## src/rtl/pods_regs.vh

```
`ifndef PODS_REGS_VH
`define PODS_REGS_VH

// ----------------------------------------------------------------------------
// Register offsets
// ----------------------------------------------------------------------------
`define PODS_ADDR_DT_PAIR_EN 8'hF9
`define PODS_ADDR_DT_COUNT_LO 8'hFA
`define PODS_ADDR_MASK_EN 8'hFB
`define PODS_ADDR_MASK_LEVEL 8'hFC
`define PODS_ADDR_CONTROL 8'hE0
`define PODS_ADDR_BRAKE 8'hE1
`define PODS_ADDR_INVERT 8'hE2
`define PODS_ADDR_UNLOCK 8'hE3
`define PODS_ADDR_STATUS 8'hE4

// ----------------------------------------------------------------------------
// Field positions
// ----------------------------------------------------------------------------
`define PODS_DT_MSB_BIT 4
`define PODS_CTL_RUN_BIT 0
`define PODS_CTL_FAULT_EN_BIT 1
`define PODS_CTL_MODE_LO 2
`define PODS_CTL_MODE_HI 3
`define PODS_BRK_FLAG_BIT 7
`define PODS_BRK_EDGE_BIT 6
`define PODS_MODE_INDEP 2'h0
`define PODS_MODE_COMPL 2'h1
`define PODS_MODE_SYNC 2'h2

// ----------------------------------------------------------------------------
// Reset values and unlock keys
// ----------------------------------------------------------------------------
`define PODS_RST_BYTE 8'h00
`define PODS_UNLOCK_KEY1 8'hAA
`define PODS_UNLOCK_KEY2 8'h55

// ----------------------------------------------------------------------------
// Timing
// ----------------------------------------------------------------------------
`define PODS_CLK_MHZ 40
`define PODS_DEBOUNCE_CLKS 8
`define PODS_PERIOD_W 16

`endif

```

## src/rtl/pods_deadtime.v

```verilog
`timescale 1ns/100ps
`include "pods_regs.vh"

module pods_deadtime
(
  // Clock and reset
  input wire clk_in,
  input wire srst_in,
  // Control
  input wire enable_in,
  input wire [8:0] count_in,
  // Signal
  input wire sig_in,
  output wire sig_out
);

  reg [8:0] cnt_r;
  reg sig_r;

  // ----------------------------------------------------------------------------
  // Rising edges wait count plus one clocks; falling edges pass at once.
  // ----------------------------------------------------------------------------
  always @(posedge clk_in)
  begin
    if (srst_in)
    begin
      cnt_r <= 9'h000;
      sig_r <= 1'b0;
    end
    else if (!enable_in || !sig_in)
    begin
      cnt_r <= count_in;
      sig_r <= sig_in;
    end
    else if (!sig_r)
    begin
      if (cnt_r == 9'h000)
        sig_r <= 1'b1;
      else
        cnt_r <= cnt_r - 9'h001;
    end
  end

  assign sig_out = enable_in ? (sig_in & sig_r) : sig_in;

endmodule

```

## src/rtl/pods_top.v

```verilog
// Decided for this implementation: the address-and-strobe port.
`timescale 1ns/100ps
`include "pods_regs.vh"

// Overview of operation
// - Dead-time count is nine bits; delay equals count plus one clocks.
// - Dead-time acts only in complementary mode with the pair bit set.
// - One enable bit per pair delays that pair's rising edges.
// - Dead-time registers accept writes only right after the unlock sequence.
// - Synchronous mode copies each even channel onto its odd partner.
// - A set mask bit replaces the channel signal by its mask level.
// - Masked channel drives zero or one as its mask level bit says.
// - Mask enable resets to zero so channels follow their generators.
// - Masked levels still pass through per-channel output inversion.
// - Fault pin triggers a brake only while fault input is enabled.
// - On brake each output takes its own brake data bit, passed through output inversion.
// - On brake hardware clears the run bit.
// - On brake the sixteen-bit period counter resets to zero.
// - On brake hardware sets the brake flag.
// - Clearing the flag alone does not release the brake.
// - Setting run again releases the brake and resumes waveforms.
// - Software selects which fault pin edge triggers a brake.
// - Fault pin is debounced for eight clocks; shorter pulses ignored.
// - An ADC compare event brakes at once, with no fault enable, debounce or edge select.
// - Edge select zero means falling edge, one means rising edge.
// - Complementary mode makes odd channels the inverse of even ones.

module pods_top
(
  // Clock and reset
  input wire clk_in,
  input wire srst_in,
  // Register port
  input wire [7:0] reg_addr_in,
  input wire [7:0] reg_wdata_in,
  input wire reg_wr_in,
  input wire reg_rd_in,
  output reg [7:0] reg_rdata_out,
  // Generator and fault sources
  input wire [5:0] gen_signal_in,
  input wire fault_pin_in,
  input wire adc_compare_in,
  // Outputs
  output reg [5:0] pwm_out,
  output reg waveform_run_out,
  output reg period_clear_out,
  output reg brake_flag_out
);

  // ----------------------------------------------------------------------------
  // Registers
  // ----------------------------------------------------------------------------
  reg [7:0] deadtime_pair_enable_r;
  reg [7:0] deadtime_count_low_r;
  reg [5:0] output_mask_enable_r;
  reg [5:0] output_mask_level_r;
  reg [5:0] output_invert_r;
  reg [5:0] brake_data_r;
  reg fault_edge_select_r;
  reg fault_input_enable_r;
  reg [1:0] pair_mode_select_r;
  reg waveform_run_r;
  reg brake_flag_r;
  reg brake_active_r;
  reg [1:0] unlock_state_r;
  reg [7:0] fault_shift_r;
  reg fault_stable_r;
  reg fault_seen_r;
  reg [7:0] fault_fill_r;

  localparam UNL_IDLE = 2'h0;
  localparam UNL_KEY1 = 2'h1;
  localparam UNL_OPEN = 2'h2;

  // ----------------------------------------------------------------------------
  // Helpers
  // ----------------------------------------------------------------------------
  function wr_hit;
    input [7:0] addr;
    begin
      wr_hit = reg_wr_in && (reg_addr_in == addr);
    end
  endfunction

  function [7:0] pad6;
    input [5:0] val;
    begin
      pad6 = {2'h0, val};
    end
  endfunction

  // ----------------------------------------------------------------------------
  // Fault pin debounce and edge detection
  // ----------------------------------------------------------------------------
  // The pin is taken as synchronous; a level must hold eight clocks to count.
  wire fault_all_hi = &fault_shift_r;
  wire fault_all_lo = ~|fault_shift_r;
  // Eight ones here mean the shift register holds only real pin samples.
  wire fault_filled = &fault_fill_r;
  reg fault_stable_nxt;
  always @*
  begin
    fault_stable_nxt = fault_stable_r;
    if (fault_all_hi)
      fault_stable_nxt = 1'b1;
    else if (fault_all_lo)
      fault_stable_nxt = 1'b0;
  end

  wire fault_rise = fault_stable_nxt && !fault_stable_r;
  wire fault_fall = !fault_stable_nxt && fault_stable_r;
  wire fault_edge = fault_edge_select_r ? fault_rise : fault_fall;
  wire pin_event = fault_input_enable_r && fault_seen_r && fault_edge;
  wire brake_event = pin_event || adc_compare_in;

  always @(posedge clk_in)
  begin
    if (srst_in)
    begin
      fault_shift_r <= 8'h00;
      fault_stable_r <= 1'b0;
      fault_seen_r <= 1'b0;
      fault_fill_r <= 8'h00;
    end
    else
    begin
      fault_shift_r <= {fault_shift_r[6:0], fault_pin_in};
      fault_stable_r <= fault_stable_nxt;
      fault_fill_r <= {fault_fill_r[6:0], 1'b1};
      // The reset contents of the shift register are not pin samples, so the first
      // settled level only becomes a baseline once eight real samples are in.
      if (fault_filled && (fault_all_hi || fault_all_lo))
        fault_seen_r <= 1'b1;
    end
  end

  // ----------------------------------------------------------------------------
  // Timed-access unlock
  // ----------------------------------------------------------------------------
  wire dt_write = wr_hit(`PODS_ADDR_DT_PAIR_EN) || wr_hit(`PODS_ADDR_DT_COUNT_LO);
  wire unlocked = (unlock_state_r == UNL_OPEN);

  always @(posedge clk_in)
  begin
    if (srst_in)
      unlock_state_r <= UNL_IDLE;
    else if (reg_wr_in)
    begin
      case (unlock_state_r)
        UNL_IDLE:
          if (reg_addr_in == `PODS_ADDR_UNLOCK && reg_wdata_in == `PODS_UNLOCK_KEY1)
            unlock_state_r <= UNL_KEY1;
        UNL_KEY1:
          if (reg_addr_in == `PODS_ADDR_UNLOCK && reg_wdata_in == `PODS_UNLOCK_KEY2)
            unlock_state_r <= UNL_OPEN;
          else
            unlock_state_r <= UNL_IDLE;
        // Any write, taken or not, closes the window: one write per unlock.
        default:
          unlock_state_r <= UNL_IDLE;
      endcase
    end
  end

  // ----------------------------------------------------------------------------
  // Register writes
  // ----------------------------------------------------------------------------
  always @(posedge clk_in)
  begin
    if (srst_in)
    begin
      deadtime_pair_enable_r <= `PODS_RST_BYTE;
      deadtime_count_low_r <= `PODS_RST_BYTE;
      output_mask_enable_r <= 6'h00;
      output_mask_level_r <= 6'h00;
      output_invert_r <= 6'h00;
      brake_data_r <= 6'h00;
      fault_edge_select_r <= 1'b0;
      fault_input_enable_r <= 1'b0;
      pair_mode_select_r <= `PODS_MODE_INDEP;
    end
    else
    begin
      if (dt_write && unlocked && reg_addr_in == `PODS_ADDR_DT_PAIR_EN)
        deadtime_pair_enable_r <= reg_wdata_in & 8'h17;
      if (dt_write && unlocked && reg_addr_in == `PODS_ADDR_DT_COUNT_LO)
        deadtime_count_low_r <= reg_wdata_in;
      if (wr_hit(`PODS_ADDR_MASK_EN))
        output_mask_enable_r <= reg_wdata_in[5:0];
      if (wr_hit(`PODS_ADDR_MASK_LEVEL))
        output_mask_level_r <= reg_wdata_in[5:0];
      if (wr_hit(`PODS_ADDR_INVERT))
        output_invert_r <= reg_wdata_in[5:0];
      if (wr_hit(`PODS_ADDR_BRAKE))
      begin
        brake_data_r <= reg_wdata_in[5:0];
        fault_edge_select_r <= reg_wdata_in[`PODS_BRK_EDGE_BIT];
      end
      if (wr_hit(`PODS_ADDR_CONTROL))
      begin
        fault_input_enable_r <= reg_wdata_in[`PODS_CTL_FAULT_EN_BIT];
        pair_mode_select_r <= reg_wdata_in[`PODS_CTL_MODE_HI:`PODS_CTL_MODE_LO];
      end
    end
  end

  // ----------------------------------------------------------------------------
  // Run, brake state and flag
  // ----------------------------------------------------------------------------
  wire run_write = wr_hit(`PODS_ADDR_CONTROL);
  wire run_set = run_write && reg_wdata_in[`PODS_CTL_RUN_BIT];
  wire flag_clear = wr_hit(`PODS_ADDR_BRAKE) && !reg_wdata_in[`PODS_BRK_FLAG_BIT];

  always @(posedge clk_in)
  begin
    if (srst_in)
    begin
      waveform_run_r <= 1'b0;
      brake_active_r <= 1'b0;
      brake_flag_r <= 1'b0;
    end
    else
    begin
      // A brake in the same cycle as a run write wins: safety before resume.
      if (brake_event)
      begin
        waveform_run_r <= 1'b0;
        brake_active_r <= 1'b1;
      end
      else if (run_write)
      begin
        waveform_run_r <= reg_wdata_in[`PODS_CTL_RUN_BIT];
        if (run_set)
          brake_active_r <= 1'b0;
      end
      // Flag set wins over a clear; the clear leaves the brake held.
      if (brake_event)
        brake_flag_r <= 1'b1;
      else if (flag_clear)
        brake_flag_r <= 1'b0;
    end
  end

  // ----------------------------------------------------------------------------
  // Pair mode and dead-time
  // ----------------------------------------------------------------------------
  wire [8:0] dt_count = {deadtime_pair_enable_r[`PODS_DT_MSB_BIT], deadtime_count_low_r};
  wire compl_mode = (pair_mode_select_r == `PODS_MODE_COMPL);
  wire sync_mode = (pair_mode_select_r == `PODS_MODE_SYNC);
  reg [5:0] paired;
  integer i;
  always @*
  begin
    paired = gen_signal_in;
    for (i = 0; i < 3; i = i + 1)
    begin
      if (compl_mode)
        paired[2 * i + 1] = ~gen_signal_in[2 * i];
      else if (sync_mode)
        paired[2 * i + 1] = gen_signal_in[2 * i];
    end
  end

  // Delaying each rising edge of both pair members keeps the two switches apart.
  wire [5:0] delayed;
  genvar g;
  generate
    for (g = 0; g < 6; g = g + 1)
    begin : dt_ch
      pods_deadtime u_dt
      (
        .clk_in(clk_in),
        .srst_in(srst_in),
        .enable_in(compl_mode && deadtime_pair_enable_r[g / 2]),
        .count_in(dt_count),
        .sig_in(paired[g]),
        .sig_out(delayed[g])
      );
    end
  endgenerate

  // ----------------------------------------------------------------------------
  // Mask, brake override and inversion
  // ----------------------------------------------------------------------------
  reg [5:0] masked;
  reg [5:0] braked;
  always @*
  begin
    masked = (delayed & ~output_mask_enable_r) |
      (output_mask_level_r & output_mask_enable_r);
    braked = (brake_active_r || brake_event) ? brake_data_r : masked;
  end

  always @(posedge clk_in)
  begin
    if (srst_in)
    begin
      pwm_out <= 6'h00;
      waveform_run_out <= 1'b0;
      period_clear_out <= 1'b0;
      brake_flag_out <= 1'b0;
    end
    else
    begin
      pwm_out <= braked ^ output_invert_r;
      waveform_run_out <= brake_event ? 1'b0 : waveform_run_r;
      period_clear_out <= brake_event;
      brake_flag_out <= brake_flag_r || brake_event;
    end
  end

  // ----------------------------------------------------------------------------
  // Register reads
  // ----------------------------------------------------------------------------
  always @(posedge clk_in)
  begin
    if (srst_in)
      reg_rdata_out <= 8'h00;
    else if (reg_rd_in)
    begin
      case (reg_addr_in)
        `PODS_ADDR_DT_PAIR_EN: reg_rdata_out <= deadtime_pair_enable_r;
        `PODS_ADDR_DT_COUNT_LO: reg_rdata_out <= deadtime_count_low_r;
        `PODS_ADDR_MASK_EN: reg_rdata_out <= pad6(output_mask_enable_r);
        `PODS_ADDR_MASK_LEVEL: reg_rdata_out <= pad6(output_mask_level_r);
        `PODS_ADDR_INVERT: reg_rdata_out <= pad6(output_invert_r);
        `PODS_ADDR_BRAKE: reg_rdata_out <= {brake_flag_r, fault_edge_select_r, brake_data_r};
        `PODS_ADDR_CONTROL: reg_rdata_out <= {4'h0, pair_mode_select_r,
          fault_input_enable_r, waveform_run_r};
        `PODS_ADDR_STATUS: reg_rdata_out <= {4'h0, unlocked, fault_stable_r,
          brake_active_r, brake_flag_r};
        default: reg_rdata_out <= 8'h00;
      endcase
    end
    else
      reg_rdata_out <= 8'h00;
  end

endmodule

```

## config.mk

```make
export PLATFORM = sky130hd
export DESIGN_NAME = pods_top
export DESIGN_NICKNAME = d
export VERILOG_FILES = /design/src/rtl/pods_deadtime.v /design/src/rtl/pods_top.v
export VERILOG_INCLUDE_DIRS = /design/src /design/src/rtl
export SDC_FILE = /design/constraint.sdc
export NUM_CORES = 1
export LEC_CHECK = 0
export ABC_CLOCK_PERIOD_IN_PS = 3720
export BUFFER_PORTS_ARGS = -buffer_cell sky130_fd_sc_hd__buf_4
export CORE_ASPECT_RATIO = 1.1
export CORE_MARGIN = 2
export CORE_UTILIZATION = 50
export DETAILED_ROUTE_END_ITERATION = 7
export GPL_TIMING_DRIVEN = 0
export PLACE_DENSITY = 0.67
export SYNTH_ARGS = -nofsm -noshare
export SYNTH_HDL_FRONTEND = slang
export SYNTH_SLANG_ARGS = --single-unit
export TNS_END_PERCENT = 10
```

## constraint.sdc

```tcl
create_clock -name clk_in -period 3.72 [get_ports clk_in]
set_input_delay 1.116 -clock clk_in [delete_from_list [all_inputs] [get_ports clk_in]]
set_output_delay 1.116 -clock clk_in [all_outputs]
set_load 0.03 [all_outputs]
```

# After elaboration in Yosys (flattened, before gate mapping)

Cells that the tools add are included.

Output and inout bits: 17
Bits of input ports: 28
Register bits: 140
Word-level logic and storage cells: 215

Eq/ne operators: 28
Multiplexer cells: 62
Reduce and logical (&&, ||, !) cells: 69
Bitwise gates (word level): 15
$add $sub $neg: 6

Operators by type and width:

| operator                                                               | count |
|---|---|
| 9-bit 2-to-1 mux                                                       | 18 |
| 8-bit equality test (second input constant)                            | 10 |
| 8-bit one-hot mux with 8 select lines                                  | 1 |
| 9-bit zero test                                                        | 6 |
| 9-bit by 1-bit subtractor with 9-bit output (second input constant)    | 6 |
| 1-bit 2-to-1 mux                                                       | 39 |
| 1-bit logical AND                                                      | 22 |
| 2-bit AND reduction                                                    | 8 |
| 8-bit AND reduction                                                    | 2 |
| 2-bit != test (second input constant)                                  | 7 |
| 1-bit zero test                                                        | 13 |
| 6-bit AND                                                              | 2 |
| 2-bit by 1-bit != test with 1-bit output (second input constant)       | 6 |
| 1-bit logical OR                                                       | 11 |
| 8-bit by 7-bit equality test with 1-bit output (second input constant) | 1 |
| 8-bit OR reduction                                                     | 1 |
| 1-bit AND                                                              | 6 |
| 6-bit 2-to-1 mux                                                       | 1 |
| 6-bit NOT                                                              | 1 |
| 6-bit OR                                                               | 1 |
| 2-bit nonzero test                                                     | 3 |
| 6-bit bitwise XOR                                                      | 1 |
| 2-bit by 1-bit equality test with 1-bit output (second input constant) | 2 |
| 2-bit equality test (second input constant)                            | 2 |
| other kinds (5)                                                        | 10 |

# Logic depth before layout (Yosys ltp)

Depth after elaboration: 11
Gate-level depth with buffers: 7
Depth with buffers taken out: 7

# By module

From an unflattened synthesis, not the netlist that was laid out.

Cell total of the unflattened synthesis: 823
Area, all modules: 7160.6 um2

By module, submodules not included:

| module        | sequential area each (um2) | cells each | area an instance (um2) | instances |
|---|---|---|---|---|
| pods_top      | 1601.5                     | 403        | 3737.3                 | 1 |
| pods_deadtime | 200.2                      | 70         | 570.5                  | 6 |

# Worst setup path after synthesis

No wires, ideal clock.

Path kind: input -> register
Start: in reg_addr_in[0]
End: reg deadtime_count_low_r[2]
Path buffers: 2
Stages: 7
Library setup time: 128 ps
Slack: 1180 ps
Data required time: 3592 ps
Arrival: 2412 ps
Path through: buf_2 > and2b_1 > nor4b_4 > and3_1 > buf_4 > mux2i_1 > nor2_1

Longest elaborated chain between the ends: 5
Elaborated cells between the ends (all ways): 7
Classes of those cells: eq/ne: 2; reduce/logical: 5

Ends and longest elaborated chain:

| what                          | RTL line       | text |
|---|---|---|
| from (decl)                   | pods_top.v:34  | `input wire [7:0] reg_addr_in,` |
| 8-bit equality test           | pods_top.v:81  | `wr_hit = reg_wr_in && (reg_addr_in == addr);` |
| 1-bit logical AND             | pods_top.v:81  |  |
| 1-bit logical OR              | pods_top.v:140 | `` wire dt_write = wr_hit(`PODS_ADDR_DT_PAIR_EN) \|\| wr_hit(`PODS_ADDR_DT_COUNT_LO); `` |
| 1-bit logical AND             | pods_top.v:186 | `` if (dt_write && unlocked && reg_addr_in == `PODS_ADDR_DT_COUNT_LO) `` |
| 1-bit logical AND (no line) * | -              |  |
| to (signal assigned)          | pods_top.v:173 | `` deadtime_count_low_r <= `PODS_RST_BYTE; `` |
| to (signal assigned)          | pods_top.v:187 | `deadtime_count_low_r <= reg_wdata_in;` |
| to (decl)                     | pods_top.v:54  | `reg [7:0] deadtime_count_low_r;` |

Mark *: on every way between the ends. The rest lies on a longest branch, timed or not.
A chain may end at the register's enable or synchronous reset.

# Worst setup path after layout

Start: in reg_addr_in[6]
End: reg output_mask_enable_r[5]

Longest elaborated chain between the ends: 2

Ends and longest elaborated chain:

| what                 | RTL line       | text |
|---|---|---|
| 8-bit equality test  | -              |  |
| 1-bit logical AND    | pods_top.v:81  |  |
| to (signal assigned) | pods_top.v:189 | `output_mask_enable_r <= reg_wdata_in[5:0];` |
| to (decl)            | pods_top.v:55  | `reg [5:0] output_mask_enable_r;` |

No other way between the ends.

==> key figures <==
Setup path
  • Cell family with most CP delay: simple AND/OR/NAND/NOR gates
  • Worst stage delay on the critical path: 0.56 ns
  • Critical Path RT: 4.01 ns
  • CP Cell Sequence: buf_4 -> nand3_1 -> nor3_2 -> nand4_1 -> mux2i_1 -> nor2_1
  • CP Max Fanout: 8
  • Kind of critical path: in2reg
  • Data arrival time of the worst path: 2.90 ns
  • Worst setup SP type: input pin
  • Max stage delay cell, worst path: nor3_2
  • Critical path buffer and inverter count: 1
  • CP endpoint kind: register

Die
  • Core Area: 13270 sq um
  • Core Rows: 44
  • IO Count: 45
  • Die Span Y: 126.5 um
  • Initial Util: 0.5141
  • DIE WIDTH: 115.4 um
  • Die area: 14590 sq um

Timing
  • Setup TNS: 0 ns
  • Fmax: 0.3826 GHz
  • Final setup viols: 0
  • WHS: 0.4680 ns
  • Hold Violations, Final: 0
  • Skew final: 0.01007 ns
  • Final period util: 0.7026
  • Slew @ Worst Pin: 0.7310 ns
  • Final min period: 2.614 ns
  • RSZ-0062 raised after global routing: no
  • Slew Viols, Final: 0
  • Max_slew headroom: 0.5127

Cells and area
  • Area growth syn-to-layout: 16.14%
  • Post-layout util: 0.5971
  • # diodes: 0
  • Share of cells above drive strength 1: 0.1361
  • Most frequent cells in the layout: dfxtp_1, nor2_1, nand2_1, mux2i_1, buf_4
  • Design area: 7923 sq um
  • Commonest non-fill, non-tap cell in the layout: dfxtp_1
  • Filler cell count: 1212
  • NumNets Final: 866

Global routing
  • Vias in the first global route: 6021
  • Largest net degree at the start of global routing: 17
  • Initial antenna violation count: 0
  • GRT Total Usage: 0.2713
  • Total grt overflow: 0
  • First-pass GRT wire length: 30860 um

Clock network
  • CTS buffer count: 17
  • Worst-path clk slew: 0.06 ns
  • CTS tree: done
  • Worst-Skew Late Latency: 0.43 ns
  • PostCTS Resize Cnt: 0
  • Deepest clock path buffer count: 2
  • CTS Root Cell: clkbuf_16
  • Total setup buffers inserted after CTS: 0
  • Hold-fix buffers, CTS: 0
  • Htree depth: 4
  • Sink Count: 140

Place
  • RD Place Congestion: 0.8788
  • Dpl hpwl: 13280 um
  • Buffers on Ports: 37
  • Post-DP Area: 7330 sq um

Logic synthesis
  • Post-Synth XOR/XNOR Area: 0.04237
  • Main combinational cell family by area after synthesis: simple AND/OR/NAND/NOR gates
  • Syn Area/Cell: 8.791 sq um
  • Register area share after synthesis: 0.4109
  • Number of flops mapped to enable cells by yosys: 0
  • Ys async rst share: 0
  • Synth Area in Compound Gates: 0.1508
  • Post-synthesis register bit count: 140
  • Cell variety after synth: 69
  • Mapped cell area: 6822 sq um
  • Post-synthesis mux area share: 0.08529
  • Synth Area in Simple Gates: 0.2491
  • Syn_nets: 810
  • Ys flop type: dfxtp_1
  • Gate Count Post-Synth: 776
  • Warning count from the yosys run: 0
  • Synth Area in Adders: 0.01101

Power
  • Pwr dens: 427.3 nW/um^2
  • Leakage: 2.954 nW
  • Worst VDD drop: 0.2896 mV

Detailed routing
  • Routed len/inst: 18.34 um
  • DR vias: 6027
  • Vias per cell: 5.857
  • Total wire length: 18870 um
  • DR iter-0 viols: 428
  • Post-route ant nets: 0
  • Pre-antenna DRT Iters: 5
  • Residual DRC count: 0

Run status
  • Status: complete, no violations

Flow run
  • Max-capacitance violation count: 0

Min path
  • Min-Delay Path Class: reg2reg
## routing by layer
metal  wire, um  track usage  vias to the layer above
met3       1032      0.04778                       47
met5          0            0                        -
met4        641       0.1262                        0
met1       8046       0.3369                     2903
met2       9151       0.4544                      195
li1           -            -                     2882
## cells in the mapped netlist (10+ instances only)
| master | instances | share of area |
|---|---|---|
| a211oi_1 | 33 | 0.036 |
| nand3_1 | 17 | 0.012 |
| clkbuf_1 | 27 | 0.015 |
| a22oi_1 | 10 | 0.011 |
| buf_2 | 12 | 0.0088 |
| dfxtp_1 | 140 | 0.41 |
| nor3_1 | 16 | 0.012 |
| nor2b_1 | 31 | 0.028 |
| xor2_1 | 17 | 0.022 |
| xnor2_1 | 16 | 0.021 |
| inv_1 | 22 | 0.012 |
| o21ai_0 | 27 | 0.020 |
| a21oi_1 | 36 | 0.026 |
| mux2i_1 | 48 | 0.070 |
| nor2_1 | 107 | 0.059 |
| nand2_1 | 59 | 0.032 |
## area by class of cell
cell class                      count  area (sq um)  share of cell area
Buffer                             50         262.8             0.03316
Clock buffer                       20         456.7             0.05764
Clock inverter                     12         136.4             0.01721
Inverter                           22         82.58             0.01042
Multi-Input combinational cell    564          3674              0.4637
Sequential cell                   140          2803              0.3538
Tap cell                          184         230.2             0.02906
Timing Repair Buffer               37         277.8             0.03506
## cells by family (layout without fill, tap and decap cells)
kind of cell             after synthesis  after routing
multiplexers                          57             57
buffers and inverters                 72            141
adder cells (fa/ha/maj)                6              6
AO/OA/AOI/OAI                        150            150
flip-flops                           140            140
XOR/XNOR                              33             33
AND/OR/NAND/NOR                      318            318
## worst paths after layout
| kind | from | endpoint | slack, ns | cells past startpoint |
|---|---|---|---|---|
| min | fault_fill_r[5] | fault_fill_r[6] | 0.47 | 1 |
| min reg2reg | fault_fill_r[5] | fault_fill_r[6] | 0.47 | 1 |
| max reg2reg | pair_mode_select_r[0] | pwm_out[3] | 1.49 | 7 |
| max | reg_addr_in[6] | output_mask_enable_r[5] | 1.11 | 6 |
## sequential cells by signal, summed over array words and instances (netlist names), 8 cells and up
signal,flops
fault_fill_r,8
dt_ch.u_dt.cnt_r,54
deadtime_count_low_r,8
fault_shift_r,8
reg_rdata_out,8
## worst reg2reg max path: cells and delay by family (launching register included)
kind / cells / cell delay, ns
multiplexers: 2 / 0.48
AND/OR/NAND/NOR: 2 / 0.23
flip-flops: 1 / 0.30
AO/OA/AOI/OAI: 1 / 0.61
buffers and inverters: 2 / 0.50
## through the flow
step           total power, W  setup slack, ns  instances
3_5_place_dp         0.001709           0.7648        997
3_3_place_gp         0.001707           0.8138        997
4_1_cts              0.003391            1.185       1029
6_report             0.003385            1.106       1029
5_1_grt              0.003471           0.9799       1029
2_1_floorplan        0.001637            1.180        776
## report_power, final
part,internal [W],total (W),switching (W)
clock,0.00103,0.00171,0.000679
combinational,0.0000534,0.000156,0.000103
sequential,0.00151,0.00152,0.0000104
total,0.00259,0.00339,0.000792
(Power assumes the default switching activity.)
